**src/tmr2_pkg.sv**
```systemverilog
// Constants for the 16-bit timer with capture and auto-reload.
// Assumes a single 250 MHz system clock and a synchronous active-high reset.
package tmr2_pkg;
  // Register indexes; the byte address on the bus is four times the index.
  localparam logic [7:0] IDX_MASK = 8'hC0;
  localparam logic [7:0] IDX_CTRL = 8'hC8;
  localparam logic [7:0] IDX_RLD_LO = 8'hCA;
  localparam logic [7:0] IDX_RLD_HI = 8'hCB;
  localparam logic [7:0] IDX_CNT_LO = 8'hCC;
  localparam logic [7:0] IDX_CNT_HI = 8'hCD;
  localparam logic [7:0] IDX_CLK_GATE = 8'hD8;
  // Control register bit positions.
  localparam int BIT_OVF_FLAG = 7;
  localparam int BIT_TRIG_FLAG = 6;
  localparam int BIT_RX_BAUD = 5;
  localparam int BIT_TX_BAUD = 4;
  localparam int BIT_TRIG_EN = 3;
  localparam int BIT_RUN = 2;
  localparam int BIT_TC_SEL = 1;
  localparam int BIT_CAP_SEL = 0;
  // Clock gating register bit position.
  localparam int BIT_IDLE_STOP = 4;
  // Reset values and count constants.
  localparam logic [7:0] RST_BYTE = 8'h00;
  localparam logic [15:0] RST_WORD = 16'h0000;
  localparam logic [15:0] CNT_ALL_ONES = 16'hFFFF;
  localparam logic [15:0] CNT_ONE = 16'h0001;
endpackage

```
**src/tmr2_reg_if.sv**
```systemverilog
// Register access carrier between the bus slave and the timer core.
// Assumes both ends share the system clock.
`timescale 1ns/1ps
interface tmr2_reg_if;
  logic wr_stb;
  logic [7:0] idx;
  logic [7:0] wdata;
  logic [7:0] rdata;
  modport bus (output wr_stb, output idx, output wdata, input rdata);
  modport regs (input wr_stb, input idx, input wdata, output rdata);
endinterface

```
**src/tmr2_fall_det.sv**
```systemverilog
// Falling edge finder for a pin that is synchronous to the clock.
// Assumes the pin is already synchronous to i_clk.
`timescale 1ns/1ps
module tmr2_fall_det (
  input wire logic i_clk,
  input wire logic i_rst,
  input wire logic i_pin,
  output logic o_fall
);
  logic now_reg;
  logic prev_reg;

  // Two successive samples; a high followed by a low is one fall.
  always_ff @(posedge i_clk) begin
    if (i_rst) begin
      now_reg <= 1'b1;
      prev_reg <= 1'b1;
    end else begin
      now_reg <= i_pin;
      prev_reg <= now_reg;
    end
  end

  assign o_fall = prev_reg & ~now_reg;
endmodule

```
**src/tmr2_wb_slave.sv**
```systemverilog
// Classic Wishbone slave that turns bus cycles into byte register accesses.
// Assumes a single-cycle classic master that holds its request until ack.
`timescale 1ns/1ps
module tmr2_wb_slave (
  input wire logic i_clk,
  input wire logic i_rst,
  input wire logic i_wb_cyc,
  input wire logic i_wb_stb,
  input wire logic i_wb_we,
  input wire logic [9:0] i_wb_adr,
  input wire logic [3:0] i_wb_sel,
  input wire logic [31:0] i_wb_dat,
  output logic o_wb_ack,
  output logic [31:0] o_wb_dat,
  tmr2_reg_if.bus reg_port
);
  logic ack_reg;
  logic [31:0] dat_reg;
  logic req;

  assign req = i_wb_cyc & i_wb_stb;
  assign reg_port.idx = i_wb_adr[9:2];
  assign reg_port.wdata = i_wb_dat[7:0];
  // The write lands on the edge where the master sees ack.
  assign reg_port.wr_stb = req & i_wb_we & i_wb_sel[0] & ack_reg;

  always_ff @(posedge i_clk) begin
    if (i_rst) begin
      ack_reg <= 1'b0;
    end else begin
      ack_reg <= req & ~ack_reg;
    end
  end

  // Unmapped reads return zero; the bits above the byte read as zero.
  always_ff @(posedge i_clk) begin
    if (i_rst) begin
      dat_reg <= 32'h0000_0000;
    end else if (req & ~ack_reg) begin
      dat_reg <= {24'h00_0000, reg_port.rdata};
    end
  end

  assign o_wb_ack = ack_reg;
  assign o_wb_dat = dat_reg;
endmodule

```
**src/tmr2_top.sv**
```systemverilog
// Timer core: 16-bit count with auto-reload, trigger capture, flags and interrupt.
// Assumes all inputs are synchronous to i_clk and a classic Wishbone master.
`timescale 1ns/1ps
module tmr2_top (
  input wire logic i_clk,
  input wire logic i_rst,
  input wire logic i_wb_cyc,
  input wire logic i_wb_stb,
  input wire logic i_wb_we,
  input wire logic [9:0] i_wb_adr,
  input wire logic [3:0] i_wb_sel,
  input wire logic [31:0] i_wb_dat,
  output logic o_wb_ack,
  output logic [31:0] o_wb_dat,
  input wire logic i_trigger_pin,
  input wire logic i_idle,
  output logic o_rx_baud_tick,
  output logic o_tx_baud_tick,
  output logic o_irq
);
  tmr2_reg_if reg_bus ();

  logic [15:0] count_reg;
  logic [15:0] count_next;
  logic [15:0] reload_reg;
  logic [15:0] reload_next;
  logic [7:0] ctrl_reg;
  logic [7:0] ctrl_next;
  logic [7:0] mask_reg;
  logic idle_stop_reg;
  logic presc_reg;
  logic irq_reg;
  logic rx_tick_reg;
  logic tx_tick_reg;

  logic trig_fall;
  logic run;
  logic tc_sel;
  logic cap_sel;
  logic trig_en;
  logic rx_sel;
  logic tx_sel;
  logic baud_sel;
  logic reload_mode;
  logic gated;
  logic step;
  logic ovf;
  logic trig_act;
  logic trig_reload;
  logic trig_capture;
  logic wr_ctrl;
  logic wr_mask;
  logic wr_clk_gate;
  logic wr_rld_lo;
  logic wr_rld_hi;
  logic wr_cnt_lo;
  logic wr_cnt_hi;
  logic cnt_wr;
  logic rld_wr;
  logic [7:0] rdata;

  tmr2_wb_slave u_slave (
    .i_clk(i_clk),
    .i_rst(i_rst),
    .i_wb_cyc(i_wb_cyc),
    .i_wb_stb(i_wb_stb),
    .i_wb_we(i_wb_we),
    .i_wb_adr(i_wb_adr),
    .i_wb_sel(i_wb_sel),
    .i_wb_dat(i_wb_dat),
    .o_wb_ack(o_wb_ack),
    .o_wb_dat(o_wb_dat),
    .reg_port(reg_bus.bus)
  );

  tmr2_fall_det u_fall (
    .i_clk(i_clk),
    .i_rst(i_rst),
    .i_pin(i_trigger_pin),
    .o_fall(trig_fall)
  );

  // Write decode.
  assign wr_ctrl = reg_bus.wr_stb & (reg_bus.idx == tmr2_pkg::IDX_CTRL);
  assign wr_mask = reg_bus.wr_stb & (reg_bus.idx == tmr2_pkg::IDX_MASK);
  assign wr_clk_gate = reg_bus.wr_stb & (reg_bus.idx == tmr2_pkg::IDX_CLK_GATE);
  assign wr_rld_lo = reg_bus.wr_stb & (reg_bus.idx == tmr2_pkg::IDX_RLD_LO);
  assign wr_rld_hi = reg_bus.wr_stb & (reg_bus.idx == tmr2_pkg::IDX_RLD_HI);
  assign wr_cnt_lo = reg_bus.wr_stb & (reg_bus.idx == tmr2_pkg::IDX_CNT_LO);
  assign wr_cnt_hi = reg_bus.wr_stb & (reg_bus.idx == tmr2_pkg::IDX_CNT_HI);
  assign cnt_wr = wr_cnt_lo | wr_cnt_hi;
  assign rld_wr = wr_rld_lo | wr_rld_hi;

  // Control fields.
  assign run = ctrl_reg[tmr2_pkg::BIT_RUN];
  assign tc_sel = ctrl_reg[tmr2_pkg::BIT_TC_SEL];
  assign cap_sel = ctrl_reg[tmr2_pkg::BIT_CAP_SEL];
  assign trig_en = ctrl_reg[tmr2_pkg::BIT_TRIG_EN];
  assign rx_sel = ctrl_reg[tmr2_pkg::BIT_RX_BAUD];
  assign tx_sel = ctrl_reg[tmr2_pkg::BIT_TX_BAUD];
  assign baud_sel = rx_sel | tx_sel;
  assign reload_mode = ~cap_sel | baud_sel;

  // Timer frozen in idle when the peripheral clock stop is set.
  assign gated = idle_stop_reg & i_idle;

  // Both timer and counter selections step at half the system clock.
  assign step = run & ~gated & presc_reg;
  assign ovf = step & (count_reg == tmr2_pkg::CNT_ALL_ONES);

  assign trig_act = trig_fall & trig_en & ~gated;
  assign trig_reload = trig_act & reload_mode;
  assign trig_capture = trig_act & ~reload_mode;

  // Divide-by-two phase; holds while stopped or gated.
  always_ff @(posedge i_clk) begin
    if (i_rst) begin
      presc_reg <= 1'b0;
    end else if (run & ~gated) begin
      presc_reg <= ~presc_reg;
    end
  end

  // Next count: a software byte write wins over hardware for that byte.
  always_comb begin
    count_next = count_reg;
    if (trig_reload) begin
      count_next = reload_reg;
    end else if (ovf) begin
      if (reload_mode) begin
        count_next = reload_reg;
      end else begin
        count_next = tmr2_pkg::RST_WORD;
      end
    end else if (step) begin
      count_next = count_reg + tmr2_pkg::CNT_ONE;
    end
    if (wr_cnt_lo) begin
      count_next[7:0] = reg_bus.wdata;
    end
    if (wr_cnt_hi) begin
      count_next[15:8] = reg_bus.wdata;
    end
  end

  always_ff @(posedge i_clk) begin
    if (i_rst) begin
      count_reg <= tmr2_pkg::RST_WORD;
    end else begin
      count_reg <= count_next;
    end
  end

  // Next reload/capture value: a capture wins over a software write.
  always_comb begin
    reload_next = reload_reg;
    if (wr_rld_lo) begin
      reload_next[7:0] = reg_bus.wdata;
    end
    if (wr_rld_hi) begin
      reload_next[15:8] = reg_bus.wdata;
    end
    if (trig_capture) begin
      reload_next = count_reg;
    end
  end

  always_ff @(posedge i_clk) begin
    if (i_rst) begin
      reload_reg <= tmr2_pkg::RST_WORD;
    end else begin
      reload_reg <= reload_next;
    end
  end

  // Control register: flags clear on a written one, a same-cycle set wins.
  always_comb begin
    ctrl_next = ctrl_reg;
    if (wr_ctrl) begin
      ctrl_next[5:0] = reg_bus.wdata[5:0];
      ctrl_next[tmr2_pkg::BIT_OVF_FLAG] = ctrl_reg[tmr2_pkg::BIT_OVF_FLAG]
        & ~reg_bus.wdata[tmr2_pkg::BIT_OVF_FLAG];
      ctrl_next[tmr2_pkg::BIT_TRIG_FLAG] = ctrl_reg[tmr2_pkg::BIT_TRIG_FLAG]
        & ~reg_bus.wdata[tmr2_pkg::BIT_TRIG_FLAG];
    end
    if (ovf & ~baud_sel) begin
      ctrl_next[tmr2_pkg::BIT_OVF_FLAG] = 1'b1;
    end
    if (trig_act) begin
      ctrl_next[tmr2_pkg::BIT_TRIG_FLAG] = 1'b1;
    end
  end

  always_ff @(posedge i_clk) begin
    if (i_rst) begin
      ctrl_reg <= tmr2_pkg::RST_BYTE;
    end else begin
      ctrl_reg <= ctrl_next;
    end
  end

  always_ff @(posedge i_clk) begin
    if (i_rst) begin
      mask_reg <= tmr2_pkg::RST_BYTE;
    end else if (wr_mask) begin
      mask_reg <= reg_bus.wdata;
    end
  end

  always_ff @(posedge i_clk) begin
    if (i_rst) begin
      idle_stop_reg <= 1'b0;
    end else if (wr_clk_gate) begin
      idle_stop_reg <= reg_bus.wdata[tmr2_pkg::BIT_IDLE_STOP];
    end
  end

  // Overflow doubles as the serial baud tick for whichever direction selects it.
  always_ff @(posedge i_clk) begin
    if (i_rst) begin
      rx_tick_reg <= 1'b0;
      tx_tick_reg <= 1'b0;
    end else begin
      rx_tick_reg <= ovf & rx_sel;
      tx_tick_reg <= ovf & tx_sel;
    end
  end

  // Level interrupt from the unmasked flags, one cycle behind the flags.
  always_ff @(posedge i_clk) begin
    if (i_rst) begin
      irq_reg <= 1'b0;
    end else begin
      irq_reg <= |(ctrl_reg[7:6] & mask_reg[7:6]);
    end
  end

  // Read mux; unmapped indexes read as zero.
  always_comb begin
    case (reg_bus.idx)
      tmr2_pkg::IDX_CTRL: rdata = ctrl_reg;
      tmr2_pkg::IDX_MASK: rdata = {mask_reg[7:6], 6'b00_0000};
      tmr2_pkg::IDX_RLD_LO: rdata = reload_reg[7:0];
      tmr2_pkg::IDX_RLD_HI: rdata = reload_reg[15:8];
      tmr2_pkg::IDX_CNT_LO: rdata = count_reg[7:0];
      tmr2_pkg::IDX_CNT_HI: rdata = count_reg[15:8];
      tmr2_pkg::IDX_CLK_GATE: rdata = {3'b000, idle_stop_reg, 4'h0};
      default: rdata = tmr2_pkg::RST_BYTE;
    endcase
  end

  assign reg_bus.rdata = rdata;
  assign o_rx_baud_tick = rx_tick_reg;
  assign o_tx_baud_tick = tx_tick_reg;
  assign o_irq = irq_reg;
endmodule

```
**config.mk**
```make
export PLATFORM = sky130hd
export DESIGN_NAME = tmr2_top
export DESIGN_NICKNAME = d
export VERILOG_FILES = /design/src/tmr2_pkg.sv /design/src/tmr2_reg_if.sv /design/src/tmr2_fall_det.sv /design/src/tmr2_wb_slave.sv /design/src/tmr2_top.sv
export SDC_FILE = /design/constraint.sdc
export NUM_CORES = 1
export LEC_CHECK = 0
export BUFFER_PORTS_ARGS = -buffer_cell sky130_fd_sc_hd__buf_4
export CAP_MARGIN = 0
export CORE_MARGIN = 5
export CORE_UTILIZATION = 60
export CTS_BUF_LIST = sky130_fd_sc_hd__clkbuf_4 sky130_fd_sc_hd__clkbuf_8
export DETAILED_ROUTE_END_ITERATION = 7
export MAX_ROUTING_LAYER = met4
export PLACE_DENSITY = 0.95
export SLEW_MARGIN = 40
export SYNTH_ARGS = -nofsm -noshare
export SYNTH_HDL_FRONTEND = slang
export SYNTH_SLANG_ARGS = --single-unit
```
**constraint.sdc**
```tcl
create_clock -name i_clk -period 7.16 [get_ports i_clk]
set_clock_uncertainty 0.1 [all_clocks]
set_input_delay 0.716 -clock i_clk [delete_from_list [all_inputs] [get_ports i_clk]]
set_output_delay 0.716 -clock i_clk [all_outputs]
set_load 0.01 [all_outputs]
```
==> impl_metrics.toml <==
[drt]
finalWirelength_um = 10900
vias = 3593
wl_met3_um = 1490
highest_layer = "met4"
firstDrtPassIters = 6
met1_length_um = 4110
initialDrtViolationCount = 559
routed-wl-met2_um = 4940
wire_per_inst_um = 20.8
drtAntennaViolNets = 0
drc = 0
viasPerCell = 6.83

[critical_path]
cp_max_fo = 11
crit_path_start = "count_reg[0]$_SDFFE_PP0P_"
required_ps = 7320
rrSetupSlack_ps = 4160
worstSetupPathType = "reg2reg"
critPathCaptureType = "register"
crit_arrival_ps = 3170
crit_path_end = "count_reg[8]$_SDFFE_PP0P_"
timing.rr.start = "count_reg[0]$_SDFFE_PP0P_"
critPathLaunchType = "register"
reg2reg_depth = 6
r2r-end = "count_reg[8]$_SDFFE_PP0P_"

[sta]
tightest_slew_ps = 890
timing.final.crit_share_pct = 42.0
fin_crit_ps = 3000
final-hold-violation-count = 0
fin_tns_setup_ps = 0
rsz0062_at_grt = "false"
slew_headroom_pct = 40.3
clock.fmax_mhz = 333
slew_violations = 0
finalSetupViolations = 0

[global_route]
grt_max_degree = 46
grt_pass1_wl_um = 17000
grt_usage_pct = 30.0
grt_overflow = 0
grt_antenna_before_repair = 0
grt_pass1_vias = 3308

[floorplan]
die_x_um = 87.0
num_io_pins = 89
core_area_mm2 = 0.00585
rows = 28
die_h_um = 87.0
start_util_pct = 60.8
dieArea_mm2 = 0.00757

[place]
hpwl_um = 7540
placed_cells = 510
portBuffers = 35
placed_area_mm2 = 0.00370
globalplace.congestion = 1.03

[layout]
final_core_util_pct = 67.3
fill_cells = 488
ff_latch_area_mm2 = 0.00116
drive_above_1_share_pct = 16.0
multi_input_area_mm2 = 0.00215
syn2layout_area_growth_pct = 10.7
n_antenna_cell = 0
stdcell_count = 526
nets = 500
finalInstanceArea_mm2 = 0.00394

[cts]
tritoncts = "done"
clock_sinks = 58
cts.clk_slew.worst_paths_ps = 70
clk_path_buf_depth = 2
insertion_delay_ps = 350
cts_made_buffers = 9
htreeDepth = 3
holdBufCountCts = 0
cts_resized = 0
post_cts_buffers = 0
cts-root-buf = "clkbuf_8"

[worst_hold_path]
hold_start = "u_fall.now_reg$_SDFF_PP1_"
hp-class = "reg2reg"

[run_status]
outcome = "completed"

[synthesis]
syn_inst = 430
synth-seq-cells = 58
synthTopCellsByArea = "dfxtp_1 (33%), mux2i_1 (6.2%), buf_4 (5.1%)"
yosysTopAreaCellShare_pct = 32.6
yosysUniqueCellTypes = 65
seq_area_frac_synth_pct = 32.6
synth_most_common_cell = "dfxtp_1"
synth_area_mm2 = 0.00356
syn_area_per_cell_um2 = 8.28
synthTopCellsByCount = "dfxtp_1 (58), nand2_1 (43), nor2_1 (30), buf_4 (24), nand3_1 (23)"
synth_area_leader_cell = "dfxtp_1"
synthArstFlopShare_pct = 0
synthFlopType = "dfxtp_1"
yosys_warnings = 0
synth_edf_count = 0

[power_and_ir_drop]
power_density_mw_per_mm2 = 182
leakagePower_nw = 1.46
peakVddDrop_v = 0.000165

[run]
maxCapViolCount = 0
-- worst min path at each step --
stage / to / cells past startpoint
after floorplan: u_fall.prev_reg$_SDFF_PP1_ / 1
after global placement: u_fall.prev_reg$_SDFF_PP1_ / 1
after detailed placement: u_fall.prev_reg$_SDFF_PP1_ / 1
after CTS: u_fall.prev_reg$_SDFF_PP1_ / 1
after global routing: u_fall.prev_reg$_SDFF_PP1_ / 1
final: u_fall.prev_reg$_SDFF_PP1_ / 1
-- where the power goes --
part	total, W	switching [W]	internal (W)
clock	0.000351	0.000152	0.000199
sequential	0.000324	0.000000735	0.000323
combinational	0.0000432	0.0000289	0.0000143
-- logic make-up (layout without fill, tap and decap cells) --
kind of cell	Yosys count	in the layout	share of synthesized area (%)
DFF	58	58	32.6
xor gates and xnor gates	12	12	2.95
and+or+nand+nor	161	161	24.1
AOI/OAI and AO/OA	106	106	22.2
adders and majority gates	1	1	0.351
buffers and inverters	64	62	9.70
muxes	27	27	7.98
other	1	24	0.105
-- critical path, cell delays in order, from the launching register on --
cell and delay (ps):
dfxtp_1 530, ha_1 290, nand4_1 230, or4_4 560, o21ai_1 710, a32oi_1 230, a211oi_1 270
-- layer usage --
layer,vias up,global-route usage (%)
li1,1591,-
met2,270,46.0
met1,1681,37.0
met3,51,9.08
met4,0,11.3
met5,-,-
-- final cells by class --
type,instances,share of cell area [%]
Multi-Input combinational cell,331,54.6
Sequential cell,58,29.5
Timing Repair Buffer,36,6.86
Clock buffer,9,3.14
Clock inverter,7,2.60
Tap cell,75,2.38
Inverter,10,0.953
-- through the flow --
step | hold WS, ps | setup slack, ps | power (W)
2_1_floorplan | 318 | 4750 | 0.000363
3_3_place_gp | 325 | 4350 | 0.000371
3_5_place_dp | 347 | 4270 | 0.000372
4_1_cts | 362 | 4290 | 0.000716
5_1_grt | 387 | 4110 | 0.000736
6_report | 359 | 4160 | 0.000718
-- layout by cell type (no fill, tap or decap), types with 4 or more instances in the layout --
cell type  netlist  routed
a211oi_1        11      11
a21oi_1         17      17
a221o_1          4       4
a22o_1           5       5
a311oi_1        11      11
a31oi_1          4       4
and3_1           5       5
and3b_1          4       4
buf_4           24      36
clkbuf_8         0       9
conb_1           1      24
dfxtp_1         58      58
inv_1           10      10
mux2i_1         22      22
nand2_1         43      43
nand3_1         23      23
nand4_1          8       8
nor2_1          30      30
nor3_1           8       7
nor4_1           6       6
o21ai_0         13      13
o221ai_1         9       9
or2_2            6       6
or3_1            4       4
xnor2_1          8       8
xor2_1           4       4
Note: power is estimated with default switching activity, not from simulation.
